===== src/hw/ddr_ca_pkg.sv =====
// Shared constants and types for the command/address pin interface
package ddr_ca_pkg;
  localparam int ROW_W = 16;
  localparam int BANK_W = 3;
  localparam int DQ_W = 8;
  localparam int AP_BIT = 10;
  localparam int BC_BIT = 12;
  localparam int MR_SEL_W = 2;
  localparam int NUM_BANKS = 8;
  // Command code {cs_n, ras_n, cas_n, we_n}
  localparam logic [3:0] CMD_MRS = 4'h0;
  localparam logic [3:0] CMD_REF = 4'h1;
  localparam logic [3:0] CMD_PRE = 4'h2;
  localparam logic [3:0] CMD_ACT = 4'h3;
  localparam logic [3:0] CMD_WR = 4'h4;
  localparam logic [3:0] CMD_RD = 4'h5;
  localparam logic [3:0] CMD_NOP = 4'h7;
  localparam logic [3:0] CMD_DES = 4'h8;
  // Mode register bits used here
  localparam int MR0_BL_LO = 0;
  localparam logic [1:0] BL_OTF = 2'h1;
  localparam int MR1_RTT_A = 2;
  localparam int MR1_RTT_B = 6;
  localparam int MR1_RTT_C = 9;
  localparam int MR1_TDQS = 11;
  localparam logic [1:0] MR_IDX0 = 2'h0;
  localparam logic [1:0] MR_IDX1 = 2'h1;
  typedef enum logic [1:0] {
    PWR_ACTIVE = 2'b00,
    PWR_PDN_ACT = 2'b01,
    PWR_PDN_PRE = 2'b11,
    PWR_SELF_REF = 2'b10
  } pwr_state_t;
endpackage : ddr_ca_pkg


===== src/hw/ddr_ca_if.sv =====
// Pin-level interface between controller and memory device
`timescale 1ns/1ps
`default_nettype none
interface ddr_ca_if;
  logic cke;
  logic cs_n;
  logic ras_n;
  logic cas_n;
  logic we_n;
  logic [ddr_ca_pkg::BANK_W-1:0] ba;
  logic [ddr_ca_pkg::ROW_W-1:0] addr;
  logic odt;
  logic reset_n;
  logic dm;
  logic [ddr_ca_pkg::DQ_W-1:0] dq_wr;
  logic dq_wr_valid;
  modport ctrl (
    output cke, cs_n, ras_n, cas_n, we_n, ba, addr, odt, reset_n,
    output dm, dq_wr, dq_wr_valid
  );
  modport dev (
    input cke, cs_n, ras_n, cas_n, we_n, ba, addr, odt, reset_n,
    input dm, dq_wr, dq_wr_valid
  );
endinterface : ddr_ca_if
`default_nettype wire


===== src/hw/ddr_ca_dev.sv =====
// Device end: samples and decodes command, address and control pins
//
// Function
// - Address carries row, column, auto-precharge on A10
// - Precharge A10 low one bank, high all
// - Mode load carries op-code on address
// - OTF chop: A12 high eight, low four
// - Bank address picks target bank
// - Bank address picks mode register zero-three
// - Inputs sampled on rising clock crossing
// - Clock enable low gives power-down or self-refresh
// - CKE synchronous except self-refresh exit (here that exit is also sampled on the rising clock)
// - Input buffers gated in power-down, self-refresh (here the ODT buffer is gated in self-refresh only)
// - Chip select high masks every command
// - Strobes plus chip select form command
// - Masked write beats are discarded
// - Byte-wide mask ball may become termination strobe
// - Termination input enables termination on data balls
// - Termination input ignored when disabled by mode
// - Reset active low, asynchronous both ways
`timescale 1ns/1ps
`default_nettype none
module ddr_ca_dev #(
  parameter int ROW_W = ddr_ca_pkg::ROW_W,
  parameter int COL_W = 10
) (
  // Clock and pins
  input wire logic ref_clk,
  ddr_ca_if.dev pins,
  // Decoded command strobes
  output logic act_pulse,
  output logic rd_pulse,
  output logic wr_pulse,
  output logic pre_pulse,
  output logic ref_pulse,
  output logic mrs_pulse,
  // Decoded fields
  output logic [ddr_ca_pkg::BANK_W-1:0] cmd_bank,
  output logic [ROW_W-1:0] row_addr,
  output logic [COL_W-1:0] col_addr,
  output logic auto_pre,
  output logic pre_all,
  output logic burst_four,
  output logic [ROW_W-1:0] mode_reg [4],
  // Power and termination state
  output var ddr_ca_pkg::pwr_state_t pwr_state,
  output logic term_on,
  output logic tdqs_on,
  output logic [ddr_ca_pkg::NUM_BANKS-1:0] bank_open,
  // Accepted write data
  output logic wr_beat_valid,
  output logic [ddr_ca_pkg::DQ_W-1:0] wr_beat_data
);
  logic rst_n;
  logic [3:0] cmd;
  logic cke_q;
  logic ca_buf_on;
  logic odt_buf_on;
  logic otf_en;
  logic term_allowed;
  logic [ddr_ca_pkg::NUM_BANKS-1:0] next_bank_open;

  // Reset acts on the pin itself, without the clock
  assign rst_n = pins.reset_n;

  // Input buffer gating by power state
  assign ca_buf_on = (pwr_state == ddr_ca_pkg::PWR_ACTIVE);
  assign odt_buf_on = (pwr_state != ddr_ca_pkg::PWR_SELF_REF);

  // Deselected or gated inputs decode as a no-op
  assign cmd = (ca_buf_on && cke_q && pins.cke)
    ? {pins.cs_n, pins.ras_n, pins.cas_n, pins.we_n}
    : ddr_ca_pkg::CMD_DES;

  assign otf_en = (mode_reg[ddr_ca_pkg::MR_IDX0][ddr_ca_pkg::MR0_BL_LO +: 2]
    == ddr_ca_pkg::BL_OTF);
  assign term_allowed =
    mode_reg[ddr_ca_pkg::MR_IDX1][ddr_ca_pkg::MR1_RTT_A] |
    mode_reg[ddr_ca_pkg::MR_IDX1][ddr_ca_pkg::MR1_RTT_B] |
    mode_reg[ddr_ca_pkg::MR_IDX1][ddr_ca_pkg::MR1_RTT_C];
  assign tdqs_on =
    mode_reg[ddr_ca_pkg::MR_IDX1][ddr_ca_pkg::MR1_TDQS];

  // ----------------------------------------------------------------
  // Command decode, sampled on the rising crossing
  // ----------------------------------------------------------------
  always_ff @(posedge ref_clk or negedge rst_n) begin
    if (!rst_n) begin
      act_pulse <= 1'b0;
      rd_pulse <= 1'b0;
      wr_pulse <= 1'b0;
      pre_pulse <= 1'b0;
      ref_pulse <= 1'b0;
      mrs_pulse <= 1'b0;
    end else begin
      act_pulse <= (cmd == ddr_ca_pkg::CMD_ACT);
      rd_pulse <= (cmd == ddr_ca_pkg::CMD_RD);
      wr_pulse <= (cmd == ddr_ca_pkg::CMD_WR);
      pre_pulse <= (cmd == ddr_ca_pkg::CMD_PRE);
      ref_pulse <= (cmd == ddr_ca_pkg::CMD_REF);
      mrs_pulse <= (cmd == ddr_ca_pkg::CMD_MRS);
    end
  end

  always_ff @(posedge ref_clk or negedge rst_n) begin
    if (!rst_n) begin
      cmd_bank <= '0;
      row_addr <= '0;
      col_addr <= '0;
      auto_pre <= 1'b0;
      pre_all <= 1'b0;
      burst_four <= 1'b0;
    end else begin
      case (cmd)
        ddr_ca_pkg::CMD_ACT: begin
          cmd_bank <= pins.ba;
          row_addr <= pins.addr[ROW_W-1:0];
        end
        ddr_ca_pkg::CMD_RD, ddr_ca_pkg::CMD_WR: begin
          cmd_bank <= pins.ba;
          col_addr <= pins.addr[COL_W-1:0];
          auto_pre <= pins.addr[ddr_ca_pkg::AP_BIT];
          burst_four <= otf_en & ~pins.addr[ddr_ca_pkg::BC_BIT];
        end
        ddr_ca_pkg::CMD_PRE: begin
          cmd_bank <= pins.ba;
          pre_all <= pins.addr[ddr_ca_pkg::AP_BIT];
        end
        default: begin
        end
      endcase
    end
  end

  // ----------------------------------------------------------------
  // Mode registers
  // ----------------------------------------------------------------
  always_ff @(posedge ref_clk or negedge rst_n) begin
    if (!rst_n) begin
      for (int i = 0; i < $size(mode_reg); i++) begin
        mode_reg[i] <= '0;
      end
    end else if (cmd == ddr_ca_pkg::CMD_MRS) begin
      mode_reg[pins.ba[ddr_ca_pkg::MR_SEL_W-1:0]] <=
        pins.addr[ROW_W-1:0];
    end
  end

  // ----------------------------------------------------------------
  // Open-row tracking
  // ----------------------------------------------------------------
  always_comb begin
    next_bank_open = bank_open;
    case (cmd)
      ddr_ca_pkg::CMD_ACT: next_bank_open[pins.ba] = 1'b1;
      ddr_ca_pkg::CMD_PRE: begin
        if (pins.addr[ddr_ca_pkg::AP_BIT]) begin
          next_bank_open = '0;
        end else begin
          next_bank_open[pins.ba] = 1'b0;
        end
      end
      ddr_ca_pkg::CMD_RD, ddr_ca_pkg::CMD_WR: begin
        if (pins.addr[ddr_ca_pkg::AP_BIT]) begin
          next_bank_open[pins.ba] = 1'b0;
        end
      end
      default: begin
      end
    endcase
  end

  always_ff @(posedge ref_clk or negedge rst_n) begin
    if (!rst_n) begin
      bank_open <= '0;
    end else begin
      bank_open <= next_bank_open;
    end
  end

  // ----------------------------------------------------------------
  // Clock enable and power state
  // ----------------------------------------------------------------
  always_ff @(posedge ref_clk or negedge rst_n) begin
    if (!rst_n) begin
      cke_q <= 1'b0;
    end else begin
      cke_q <= pins.cke;
    end
  end

  // Self-refresh exit acts on the enable level alone
  always_ff @(posedge ref_clk or negedge rst_n) begin
    if (!rst_n) begin
      pwr_state <= ddr_ca_pkg::PWR_ACTIVE;
    end else begin
      case (pwr_state)
        ddr_ca_pkg::PWR_ACTIVE: begin
          if (cke_q && !pins.cke) begin
            if (bank_open != '0) begin
              pwr_state <= ddr_ca_pkg::PWR_PDN_ACT;
            end else if ({pins.cs_n, pins.ras_n, pins.cas_n, pins.we_n}
                         == ddr_ca_pkg::CMD_REF) begin
              pwr_state <= ddr_ca_pkg::PWR_SELF_REF;
            end else begin
              pwr_state <= ddr_ca_pkg::PWR_PDN_PRE;
            end
          end
        end
        ddr_ca_pkg::PWR_PDN_ACT, ddr_ca_pkg::PWR_PDN_PRE: begin
          if (pins.cke) begin
            pwr_state <= ddr_ca_pkg::PWR_ACTIVE;
          end
        end
        ddr_ca_pkg::PWR_SELF_REF: begin
          if (pins.cke) begin
            pwr_state <= ddr_ca_pkg::PWR_ACTIVE;
          end
        end
        default: pwr_state <= ddr_ca_pkg::PWR_ACTIVE;
      endcase
    end
  end

  // ----------------------------------------------------------------
  // Termination and write data
  // ----------------------------------------------------------------
  always_ff @(posedge ref_clk or negedge rst_n) begin
    if (!rst_n) begin
      term_on <= 1'b0;
    end else if (!term_allowed || !odt_buf_on) begin
      term_on <= 1'b0;
    end else begin
      term_on <= pins.odt;
    end
  end

  always_ff @(posedge ref_clk or negedge rst_n) begin
    if (!rst_n) begin
      wr_beat_valid <= 1'b0;
      wr_beat_data <= '0;
    end else begin
      // Mask is inert while the ball serves as termination strobe
      wr_beat_valid <= pins.dq_wr_valid &&
        (tdqs_on || !pins.dm);
      wr_beat_data <= pins.dq_wr;
    end
  end
endmodule : ddr_ca_dev
`default_nettype wire


===== src/flat_wrapper.sv =====
// flat-port wrapper written by rule: the top's interface ports become plain ports
module ddr_ca_dev_flat 
#(
  parameter int ROW_W = ddr_ca_pkg::ROW_W,
  parameter int COL_W = 10
)
  (ref_clk, act_pulse, rd_pulse, wr_pulse, pre_pulse, ref_pulse, mrs_pulse, cmd_bank, row_addr, col_addr, auto_pre, pre_all, burst_four, mode_reg, pwr_state, term_on, tdqs_on, bank_open, wr_beat_valid, wr_beat_data, pins_cke, pins_cs_n, pins_ras_n, pins_cas_n, pins_we_n, pins_ba, pins_addr, pins_odt, pins_reset_n, pins_dm, pins_dq_wr, pins_dq_wr_valid);
  ddr_ca_if pins_i ();
  input wire logic ref_clk;
  output logic act_pulse;
  output logic rd_pulse;
  output logic wr_pulse;
  output logic pre_pulse;
  output logic ref_pulse;
  output logic mrs_pulse;
  output logic [ddr_ca_pkg::BANK_W-1:0] cmd_bank;
  output logic [ROW_W-1:0] row_addr;
  output logic [COL_W-1:0] col_addr;
  output logic auto_pre;
  output logic pre_all;
  output logic burst_four;
  output logic [ROW_W-1:0] mode_reg[4];
  output var ddr_ca_pkg::pwr_state_t pwr_state;
  output logic term_on;
  output logic tdqs_on;
  output logic [ddr_ca_pkg::NUM_BANKS-1:0] bank_open;
  output logic wr_beat_valid;
  output logic [ddr_ca_pkg::DQ_W-1:0] wr_beat_data;
  input wire logic [$bits(pins_i.cke)-1:0] pins_cke;
  input wire logic [$bits(pins_i.cs_n)-1:0] pins_cs_n;
  input wire logic [$bits(pins_i.ras_n)-1:0] pins_ras_n;
  input wire logic [$bits(pins_i.cas_n)-1:0] pins_cas_n;
  input wire logic [$bits(pins_i.we_n)-1:0] pins_we_n;
  input wire logic [$bits(pins_i.ba)-1:0] pins_ba;
  input wire logic [$bits(pins_i.addr)-1:0] pins_addr;
  input wire logic [$bits(pins_i.odt)-1:0] pins_odt;
  input wire logic [$bits(pins_i.reset_n)-1:0] pins_reset_n;
  input wire logic [$bits(pins_i.dm)-1:0] pins_dm;
  input wire logic [$bits(pins_i.dq_wr)-1:0] pins_dq_wr;
  input wire logic [$bits(pins_i.dq_wr_valid)-1:0] pins_dq_wr_valid;
  assign pins_i.cke = pins_cke;
  assign pins_i.cs_n = pins_cs_n;
  assign pins_i.ras_n = pins_ras_n;
  assign pins_i.cas_n = pins_cas_n;
  assign pins_i.we_n = pins_we_n;
  assign pins_i.ba = pins_ba;
  assign pins_i.addr = pins_addr;
  assign pins_i.odt = pins_odt;
  assign pins_i.reset_n = pins_reset_n;
  assign pins_i.dm = pins_dm;
  assign pins_i.dq_wr = pins_dq_wr;
  assign pins_i.dq_wr_valid = pins_dq_wr_valid;
  ddr_ca_dev #(.ROW_W(ROW_W), .COL_W(COL_W)) u_core (.ref_clk(ref_clk), .pins(pins_i), .act_pulse(act_pulse), .rd_pulse(rd_pulse), .wr_pulse(wr_pulse), .pre_pulse(pre_pulse), .ref_pulse(ref_pulse), .mrs_pulse(mrs_pulse), .cmd_bank(cmd_bank), .row_addr(row_addr), .col_addr(col_addr), .auto_pre(auto_pre), .pre_all(pre_all), .burst_four(burst_four), .mode_reg(mode_reg), .pwr_state(pwr_state), .term_on(term_on), .tdqs_on(tdqs_on), .bank_open(bank_open), .wr_beat_valid(wr_beat_valid), .wr_beat_data(wr_beat_data));
endmodule

===== config.mk =====
export PLATFORM = sky130hd
export DESIGN_NAME = ddr_ca_dev_flat
export DESIGN_NICKNAME = d
export VERILOG_FILES = /design/src/hw/ddr_ca_pkg.sv /design/src/hw/ddr_ca_if.sv /design/src/hw/ddr_ca_dev.sv /design/src/flat_wrapper.sv
export SDC_FILE = /design/constraint.sdc
export NUM_CORES = 1
export LEC_CHECK = 0
export ABC_AREA = 0
export BUFFER_PORTS_ARGS = -buffer_cell sky130_fd_sc_hd__buf_2
export CORE_MARGIN = 8
export CORE_UTILIZATION = 50
export DETAILED_ROUTE_END_ITERATION = 16
export PLACE_DENSITY = 0.88
export SLEW_MARGIN = 40
export SYNTH_ARGS = -nofsm -noshare
export SYNTH_HDL_FRONTEND = slang
export SYNTH_SLANG_ARGS = --single-unit
export TNS_END_PERCENT = 10

===== constraint.sdc =====
create_clock -name ref_clk -period 2.6 [get_ports ref_clk]
set_input_delay 0.26 -clock ref_clk [delete_from_list [all_inputs] [get_ports ref_clk]]
set_output_delay 0.26 -clock ref_clk [all_outputs]
set_load 0.01 [all_outputs]

== After elaboration in Yosys (flattened, before gate mapping) ==
Index checks and enable logic that the tools add are counted.
Storage, ports and cells
  bits in registers: 123
  bits of input ports: 37
  logic and storage cells: 84
Cells by class
  order comparisons: 4
  equal/unequal tests: 14
  multiplexer cells: 15
  bitwise logic cells: 8
  reductions and logical operators: 21
Operator list (count)
  $bwmux 64: 1
  $demux 16 s2: 1
  $pmux 8 s3: 1
  $mux 16: 1
  $mux 8: 2
  $and 8x8->8: 1
  $eq 4x1->1 const B: 2
  $eq 4x2->1 const B: 2
  $eq 4x3->1 const B: 2
  $not 8->8: 1
  $or 8x8->8: 1
  $reduce_bool 8->1: 1
  $logic_and 1x1->1: 6
  $mux 2: 3
  $ne 2x2->1 const B: 3
  $eq 2x1->1 const B: 2
  $eq 2x2->1 const B: 2
  $logic_not 1->1: 4
  $logic_not 4->1: 1
  $lt 3x4->1 const B: 1
  $mux 4: 1
  $pmux 2 s2: 1
  $reduce_and 2->1: 2
  $reduce_or 4->1: 1
  other kinds (15): 19

== Depth between registers and ports, before layout ==
Gate-level depths: netlist of run 1.
  depth in word-level cells: 8
  gate-level depth with buffers: 6
  gate-level depth less buffers: 3

== Worst setup path before layout of run 1 ==
No wires, ideal clock.
  kind: register -> register
  start: register u_core.pwr_state[0]
  end: register u_core.row_addr[11]
  data arrival time: 1.723 ns
  data required time: 2.475 ns
  path slack: 0.752 ns
  cell stages (with the launch flop): 7
  path buffers: 3
  period minus slack after synthesis: 1.848 ns
  path through: dfrtp_1 nor4bb_1 buf_2 and4_1 buf_4 buf_4 mux2_2
On the way
  word-level cells in the longest chain between the ends: 5
RTL lines
  start, declared: line ddr_ca_dev.sv:46  | output var ddr_ca_pkg::pwr_state_t pwr_state,
  start signal, assigned: line ddr_ca_dev.sv:195  | pwr_state <= ddr_ca_pkg::PWR_ACTIVE;
  start signal, assigned: line ddr_ca_dev.sv:201  | pwr_state <= ddr_ca_pkg::PWR_PDN_ACT;
  start signal, assigned: line ddr_ca_dev.sv:204  | pwr_state <= ddr_ca_pkg::PWR_SELF_REF;
  $logic_not 2->1: line ddr_ca_dev.sv:67  | assign ca_buf_on = (pwr_state == ddr_ca_pkg::PWR_ACTIVE);
  $logic_and 1x1->1 (2 in a row): line ddr_ca_dev.sv:71  | assign cmd = (ca_buf_on && cke_q && pins.cke)
  $mux 4: line ddr_ca_dev.sv:72  | ? {pins.cs_n, pins.ras_n, pins.cas_n, pins.we_n}
  $eq 4x2->1: line ddr_ca_dev.sv:114  | case (cmd)
  end signal, assigned: line ddr_ca_dev.sv:117  | row_addr <= pins.addr[ROW_W-1:0];
  end, declared: line ddr_ca_dev.sv:39  | output logic [ROW_W-1:0] row_addr,
Every way passes these cells.
A chain may end at the register's enable or synchronous reset.

== Final worst setup path of run 1 ==
  start: register u_core.pwr_state[0]
  end: register u_core.mode_reg[6] in the netlist's numbering
On the way
  word-level cells in the longest chain between the ends: 5
RTL lines
  $logic_not 2->1: line ddr_ca_dev.sv:67
  $logic_and 1x1->1 (2 in a row): line ddr_ca_dev.sv:71
  $mux 4: line ddr_ca_dev.sv:72
  $logic_not 4->1: line ddr_ca_dev.sv:143  | end else if (cmd == ddr_ca_pkg::CMD_MRS) begin
  end signal, assigned by index: line ddr_ca_dev.sv:144  | mode_reg[pins.ba[ddr_ca_pkg::MR_SEL_W-1:0]] <=
  end, declared: line ddr_ca_dev.sv:44  | output logic [ROW_W-1:0] mode_reg [4],
Every way passes these cells.

==> metrics.txt, run 1 <==
highest net fanout along the worst path 19; vias in the first global route 3,727; Fill cells 705; Port-buffer cells 159; ys async rst share 100%; dpl cells 592; min Tclk post-route 2100 ps; Final setup viols 0; Critical Path Sink Type flop; syn avg cell area 15.5 um^2; Finished Layout Cells 637; Lkg Pwr 3.51 nW; CTS clk-pin slew, worst paths 60 ps; Clock Sinks 123; Hold Crit Class in2reg; overflow left after global routing 0; VDD IR max 0.440 mV; Slew HR 54.0%; Mapped Nets 347; CP Class reg2reg; Worst Path Required 3000 ps; drt wl/cell 20.1 um; detailed-router iteration count before antenna repair 4; Global Route Usage Sum 20.6%; share of cells above drive strength 1 59.7%; worst skew pair latency 520 ps; Setup Skew 8.33 ps; share of the synthesized area in the top cell type 63.9%; CTS tree done; largest net degree at the start of global routing 77; number of DRC markers in iteration 0 189; full die area 13,000 um^2; Synth Flop Type dfrtp_1; Max Freq 0.476 GHz; TritonCTS Buffers 17; sequential-to-total area share from yosys stat 63.9%; Mapped Area 4820 um^2; outcome finished clean; PwrDens 833 nW/um^2; hold_ws 32.2 ps; ant diodes 0; CP arrival 2500 ps; cells after synthesis 310; num rows 36; Initial Util 50.4%; Slew Viols, Final 0; final cycle utilization of the critical path 80.8%; final layout net count 528; largest area contributor in the netlist dfrtp_1; core area 9550 um^2; Hold Vio Cnt, Final 0; Detail Route Antenna Nets 0; final WL 12,800 um; Max Cap Violations 0; max reg flops 64; post-cts sizing count 0; first-pass GRT wire length 20,500 um; H-tree lvl count 4; Setup Buffers After CTS 0; DRC 0; DR vias 3,313; Max Root-Sink Buffers 2; final core occ 68.0%; Placement Cell Area 5740 um^2; Place WS 541 ps; area delta synth->final 34.8%; worst slew pin tran 688 ps; startpoint types flop; Synth area leaders dfrtp_1, mux2_2, o2111ai_1; Yosys warnings 0; RSZ-0062 raised after global routing no; design area 6490 um^2; Die Ht 114 um; total chip power 5.40 mW; Post-synth EDFFs 0; Final TNS setup 0 ps; Netlist cell types 33; # IOs 160; hold_buf cts 13; flops & latches, synth 123; clk root buf clkbuf_8; drt via density 5.20; initial antenna violation count 0; final setup margin 500 ps; dpl hpwl 8790 um; Placer Congestion 0.839; Die X 114 um
where the power goes:
group	total (mW)	switching, mW	internal, mW
registers	2.24	0.117	2.12
clock network	2.46	0.869	1.59
logic	0.710	0.378	0.332
total	5.40	1.36	4.04
layout by cell type (no fill, tap or decap), drive strengths merged:
cell type,netlist,final
nor2,2,2
o311a,1,1
clkinvlp,0,4
and2,3,3
nor3,2,2
dlygate4sd3,0,13
inv,12,14
a22oi,8,8
o2111ai,8,8
a21boi,1,1
nand2b,1,1
a31oi,1,1
and2b,1,1
mux2,96,96
o21ai,1,1
buf,12,165
nor4b,1,1
nand3,4,4
nor4,2,2
and3b,1,1
clkbuf,4,19
clkinv,0,3
nor2b,7,7
o2bb2ai,8,8
nor3b,2,2
nor4bb,1,1
and3,3,3
a22o,1,1
and4,2,2
bufinv,0,4
dfrtp,123,123
o211a,2,2
worst paths after layout:
path | to | from | depth (start not counted) | slack, ps
min reg2reg | u_core.mode_reg[61]$_DFFE_PN0P_ | u_core.mode_reg[61]$_DFFE_PN0P_ | 1 | 500
max | u_core.mode_reg[6]$_DFFE_PN0P_ | u_core.pwr_state[0]$_DFFE_PN0P_ | 4 | 500
max in group asynchronous | u_core.mode_reg[23]$_DFFE_PN0P_ | pins_reset_n | 3 | 1440
max reg2reg | u_core.mode_reg[6]$_DFFE_PN0P_ | u_core.pwr_state[0]$_DFFE_PN0P_ | 4 | 500
min | u_core.cmd_bank[1]$_DFFE_PN0P_ | pins_ba[1] | 2 | 30
min in group asynchronous | u_core.mode_reg[43]$_DFFE_PN0P_ | pins_reset_n | 2 | 310
kinds of logic after synthesis:
| kind of cell | synth area share [%] |
|---|---|
| AOI/OAI and AO/OA | 5.35 |
| buffers and inverters | 3.14 |
| DFF | 63.9 |
| muxes | 22.4 |
| and+or+nand+nor | 5.17 |
worst max-delay path: stages, from the launching register on:
cell and delay, ps:
dfrtp_1 430, nor4bb_2 300, buf_4 270, nand3_2 490, mux2_2 480
Yosys cell counts (all sizes together) (3+ instances only):
cell and instances:
o2bb2ai 8, a22oi 8, inv 12, nand3 4, dfrtp 123, buf 12, nor2b 7, and2 3
o2111ai 8, clkbuf 4, mux2 96, and3 3
layer usage:
layer  vias up  wire (um)  global-route usage (%)
met2       127       6740                    34.3
li1       1486          -                       -
met5         -          0                       0
met1      1680       4990                    23.0
met3        20        870                    7.86
met4         0        239                    9.49
layout make-up:
class,count,area [um^2],area share [%]
Sequential cell,123,3080,47.4
Multi-Input combinational cell,159,1590,24.6
Timing Repair Buffer,178,986,15.2
Clock buffer,19,432,6.65
Clock inverter,13,190,2.93
Tap cell,133,166,2.56
Inverter,12,45.0,0.694
No activity file was read; power rests on OpenSTA's default activity.
==> run 2: changes to the inputs <==
- ABC_AREA: 0 -> 1
- CORE_UTILIZATION: 50 -> 46
- PLACE_DENSITY: 0.88 -> 0.85
- clock period: 2.6 -> 1.8 ns (I/O delays scaled with it)
==> metrics.txt, run 2 <==
r2r endpoint u_core.row_addr[5]$_DFFE_PN0P_; sequential share of power 41.9% (+0.5 points); Die X 120 um (+5.2%); sequential-to-total area share from yosys stat 61.7% (-2.2 points); worst skew pair latency 510 ps (about the same); final layout net count 704 (+33%); Internal Power 5.68 mW (+41%); Critical Path Start pins_cs_n; Critical Path Sink Type flop; clk root buf clkbuf_8; full die area 14,400 um^2 (+11%); drt wl/cell 16.1 um (-20%); share of the synthesized area in the top cell type 61.7% (-2.2 points); core area 10,700 um^2 (+12%); CP Class in2reg; Multi-input gate area 1540 um^2 (-3.4%); RSZ-0062 raised after global routing no; Slew Viols, Final 0 (unchanged); Lkg Pwr 3.66 nW (+4.1%); dpl hpwl 9310 um (+6.0%); Yosys warnings 0 (unchanged); vias in the first global route 4,097 (+9.9%); ant diodes 0 (unchanged); Hold Vio Cnt, Final 0 (unchanged); flops & latches, synth 123 (unchanged); DRC 0 (unchanged); Synth area leaders dfrtp_1, nand2_1, o21ai_2; most instantiated library cell after synthesis nand2_1; Psw 2.11 mW (+54%); commonest non-fill, non-tap cell in the layout buf_2; initial antenna violation count 0 (unchanged); Hold Crit Depth 3 (+1); largest area contributor in the netlist dfrtp_1; Clock Power Share 43.6% (-1.9 points); Netlist cell types 26 (-21%); first-pass GRT wire length 21,600 um (+5.1%); max reg flops 64 (unchanged); syn avg cell area 10.4 um^2 (-33%); final cycle utilization of the critical path 88.7%; detailed-router iteration count before antenna repair 4 (unchanged); final WL 13,200 um (+3.1%); num rows 38 (+5.6%); worst slew pin tran 645 ps (-43.0 ps); Placer Congestion 0.810 (-3.4%); overflow left after global routing 0 (unchanged); largest net degree at the start of global routing 124 (+61%); highest net fanout along the worst path 3 (-16); DR vias 3,956 (+19%); Clock Sinks 123 (unchanged); PwrDens 1160 nW/um^2 (+40%); min Tclk post-route 1600 ps; Mapped Area 4990 um^2 (+3.5%); Global Route Usage Sum 19.1% (-1.5 points); Comb pwr share 14.5% (+1.4 points); Synth Flop Type dfrtp_1; share of cells above drive strength 1 39.7% (-20 points); CTS tree done; Die Ht 120 um (+5.2%); Fill cells 874 (+24%); Reg-to-Reg Start u_core.pwr_state[0]$_DFFE_PN0P_; VDD IR max 0.574 mV (+30%); Switching Fraction 27.0% (+1.8 points); Max Cap Violations 0 (unchanged); Worst Path Required 2210 ps (-790 ps); Hold Crit Class in2reg; cells after synthesis 480 (+55%); Reg2Reg Depth 7 (+3); outcome finished clean; Max Freq 0.626 GHz; Port-buffer cells 159 (unchanged); Initial Util 46.6% (-3.8 points); ys async rst share 100% (unchanged); post-cts sizing count 0 (unchanged); min-delay src pins_addr[14]; FF-to-FF setup slack 210 ps (-290 ps); drt via density 4.82 (-7.2%); # IOs 160 (unchanged); Final TNS setup 0 ps (unchanged); Post-synth EDFFs 0 (unchanged); CP arrival 2010 ps (-490 ps); startpoint types input pin; commonest cells in the netlist nand2_1, dfrtp_1, inv_1; most frequent cells in the layout buf_2, nand2_1, dfrtp_1; Max Root-Sink Buffers 2 (unchanged); Final setup viols 0 (unchanged); area delta synth->final 34.4%; total area of sequential cells 3080 um^2 (unchanged); hold_ws 11.4 ps (-20.8 ps); Setup Skew 9.19 ps (+0.864 ps); Detail Route Antenna Nets 0 (unchanged); Hold EP u_core.mode_reg[62]$_DFFE_PN0P_; TritonCTS Buffers 17 (unchanged); CTS clk-pin slew, worst paths 60 ps (about the same); H-tree lvl count 4 (unchanged); Slew HR 57.0% (+3.0 points); number of DRC markers in iteration 0 296 (+57%); Mapped Nets 517 (+49%)
## run 2: cell families after synthesis
family                 Yosys count  share of synthesized area [%]
flip-flops                     123                           61.7
AND/OR/NAND/NOR                185                           17.0
AO/OA/AOI/OAI                   99                           13.9
buffers and inverters           73                           7.38
## run 2: cell type report
class,instances,area share (%)
timing repair buffer,186,16.4
sequential,123,45.9
inverter,55,3.08
clock buffer,18,6.39
tap,140,2.61
multi-input combinational,284,23.0
clock inverter,14,2.54
## run 2: per-stage QoR
step,worst slack [ps],area [um^2],std cells,power [mW],utilization [%]
floorplan,366,4990,480,3.84,-
global placement,315,5900,768,4.36,55.2
detailed placement,234,5900,768,4.42,55.2
CTS,208,6700,820,7.86,62.6
global route,73.0,6700,820,8.15,62.6
finish,203,6700,820,7.79,62.6
## run 2: worst max-delay path, cell delays in order
cell and delay, ps:
dlygate4sd3_1 540, buf_2 130, nor2_1 180, dlygate4sd3_1 580, nand3_1 90, inv_1 70
nand2_1 50, a21oi_1 130, nor2_1 50
## run 2: timing repair
item                                   in CTS  in global routing
buffers inserted                            0                  0
endpoints found under the hold margin     143                  0
hold buffers                               20                  0
## run 2: power by group through the flow
| stage | combinational [mW] | clock [mW] | sequential (mW) |
|---|---|---|---|
| after floorplan | 0.401 | 0 | 3.44 |
| after global placement | 1.08 | 0 | 3.28 |
| after detailed placement | 1.12 | 0 | 3.30 |
| after CTS | 1.15 | 3.45 | 3.26 |
| after global routing | 1.27 | 3.59 | 3.29 |
| final | 1.13 | 3.40 | 3.26 |
## run 2: per-layer routing
| metal | GRT usage [%] | up-vias | wire length [um] |
|---|---|---|---|
| met2 | 32.8 | 147 | 6670 |
| li1 | - | 1899 | - |
| met1 | 21.5 | 1895 | 5290 |
| met3 | 7.14 | 15 | 1150 |
| met4 | 6.01 | 0 | 136 |
| met5 | 0 | - | 0 |
## run 2: how the worst max path moves through the flow
stage,end,slack (ps),cells after the start
final,u_core.pwr_state[0]$_DFFE_PN0P_,200,9
after global routing,u_core.bank_open[0]$_DFFE_PN0P_,70,9
after CTS,u_core.row_addr[5]$_DFFE_PN0P_,210,7
after detailed placement,u_core.bank_open[0]$_DFFE_PN0P_,230,8
after global placement,u_core.mode_reg[36]$_DFFE_PN0P_,320,6
after floorplan,u_core.mode_reg[13]$_DFFE_PN0P_,370,7
==> run 3: changes to the inputs <==
- CELL_PAD_IN_SITES_DETAIL_PLACEMENT: default -> 1
- CELL_PAD_IN_SITES_GLOBAL_PLACEMENT: default -> 2
- CORE_UTILIZATION: 46 -> 28
==> metrics.txt, run 3 (synthesis gave the netlist of run 2 again) <==
RSZ-0062 raised after global routing no; num rows 49 (+29%); Setup Skew 9.71 ps (+0.516 ps); VDD IR max 0.603 mV (+5.0%); first-pass GRT wire length 24,800 um (+15%); clk root buf clkbuf_16; Clock Sinks 123 (unchanged); Slew HR 66.0% (+9.0 points); full die area 22,300 um^2 (+55%); final layout net count 700 (-0.57%); outcome finished clean; design area 6790 um^2 (+1.4%); Die Ht 149 um (+24%); final WL 15,500 um (+17%); dpl hpwl 11,400 um (+23%); Lkg Pwr 3.65 nW (-0.15%); PwrDens 1170 nW/um^2 (+0.43%); DRC 0 (unchanged); Detail Route Antenna Nets 0 (unchanged); area delta synth->final 36.2%; Critical Path Sink Type flop; # IOs 160 (unchanged); Initial Util 28.1% (-18 points); TritonCTS Buffers 17 (unchanged); Global Route Usage Sum 14.4% (-4.7 points); CP Class in2reg; core area 17,700 um^2 (+66%); share of cells above drive strength 1 40.1% (+0.38 points); Final TNS setup 0 ps (unchanged); Final setup viols 0 (unchanged); ant diodes 0 (unchanged); initial antenna violation count 0 (unchanged); max reg flops 64 (unchanged); drt wl/cell 17.1 um (+6.2%); CTS clk-pin slew, worst paths 60 ps (about the same); Worst Path Required 2060 ps (-150 ps); H-tree lvl count 4 (unchanged); Cell Chain, Critical Path dlygate4sd3_1, buf_2, inv_1, nand3_2, nor2_8, nand2_4, nand2_1, o21ai_1; Die X 149 um (+24%); Hold Crit Class in2reg; CTS tree done; Slowest cell on crit path dlygate4sd3_1; worst skew pair latency 410 ps (-100 ps); total area of sequential cells 3080 um^2 (unchanged); worst slew pin tran 510 ps (-135 ps); largest net degree at the start of global routing 35 (-72%); final core occ 38.3% (-24 points); number of DRC markers in iteration 0 241 (-19%); CP max stage delay 530 ps (-50 ps); hold_ws 55.7 ps (+44.3 ps); vias in the first global route 4,405 (+7.5%); min Tclk post-route 1620 ps (+23.4 ps); detailed-router iteration count before antenna repair 4 (unchanged); highest net fanout along the worst path 32 (+29); Slew Viols, Final 0 (unchanged); post-cts sizing count 0 (unchanged); Port-buffer cells 159 (unchanged); Hold Vio Cnt, Final 0 (unchanged); DR vias 3,951 (-0.13%); startpoint types input pin; Placer Congestion 0.787 (-2.9%); overflow left after global routing 0 (unchanged); Fill cells 2,052 (+130%); Placement Cell Area 6050 um^2 (+2.5%); CP arrival 1880 ps (-130 ps); Max Root-Sink Buffers 2 (unchanged); commonest non-fill, non-tap cell in the layout buf_2; Max Freq 0.617 GHz (-1.4%); Hold Crit Depth 3 (unchanged); most frequent cells in the layout buf_2, nand2_1, dfrtp_1; Max Cap Violations 0 (unchanged); drt via density 4.37 (-9.5%); Multi-input gate area 1540 um^2 (unchanged); final cycle utilization of the critical path 90.0% (+1.3 points); Reg2Reg Depth 6 (-1)
## run 3: timing repair
item                                   4_1_cts  5_1_grt
buffers inserted                             0        0
hold buffers                                13        0
endpoints found under the hold margin       42        0
## run 3: critical path, delay by kind of cell
family                 cells  cell delay (ps)
buffers and inverters      3              830
and+or+nand+nor            4              750
AOI/OAI and AO/OA          1              100
## run 3: cell type report
class	count	area share [%]
Timing Repair Buffer	182	15.7
Clock inverter	10	2.06
Tap cell	229	4.22
Inverter	55	3.04
Clock buffer	22	6.98
Sequential cell	123	45.3
Multi-Input combinational cell	284	22.7
## run 3: per-layer routing
| layer | share of wire [%] | wire length (um) | global-route usage [%] | vias up |
|---|---|---|---|---|
| li1 | - | - | - | 1885 |
| met3 | 6.9 | 1080 | 4.99 | 12 |
| met2 | 49 | 7620 | 24.1 | 108 |
| met1 | 43 | 6630 | 17.2 | 1946 |
| met4 | 1.2 | 182 | 3.84 | 0 |
| met5 | 0 | 0 | 0 | - |
## run 3: final timing paths
check	from	end	slack, ps
worst max-delay path	pins_we_n	u_core.mode_reg[35]$_DFFE_PN0P_	180
worst min-delay path	pins_odt	u_core.term_on$_DFF_PN0_	60
worst max register to register	u_core.pwr_state[0]$_DFFE_PN0P_	u_core.mode_reg[35]$_DFFE_PN0P_	200
worst min register to register	u_core.mode_reg[28]$_DFFE_PN0P_	u_core.mode_reg[28]$_DFFE_PN0P_	480
max in group asynchronous	pins_reset_n	u_core.row_addr[10]$_DFFE_PN0P_	940
min in group asynchronous	pins_reset_n	u_core.bank_open[7]$_DFFE_PN0P_	280
## run 3: where the power goes
| part | switching (mW) | internal (mW) |
|---|---|---|
| logic | 0.688 | 0.456 |
| registers | 0.181 | 3.08 |
| clock network | 1.24 | 2.29 |
## run 3: metrics by stage
step / std cells / setup slack (ps) / power, mW
global placement: 860 / 273 / 4.41
CTS: 905 / 168 / 8.06
detailed placement: 860 / 182 / 4.46
floorplan: 480 / 366 / 3.84
global route: 905 / 85.9 / 8.34
finish: 905 / 180 / 7.93
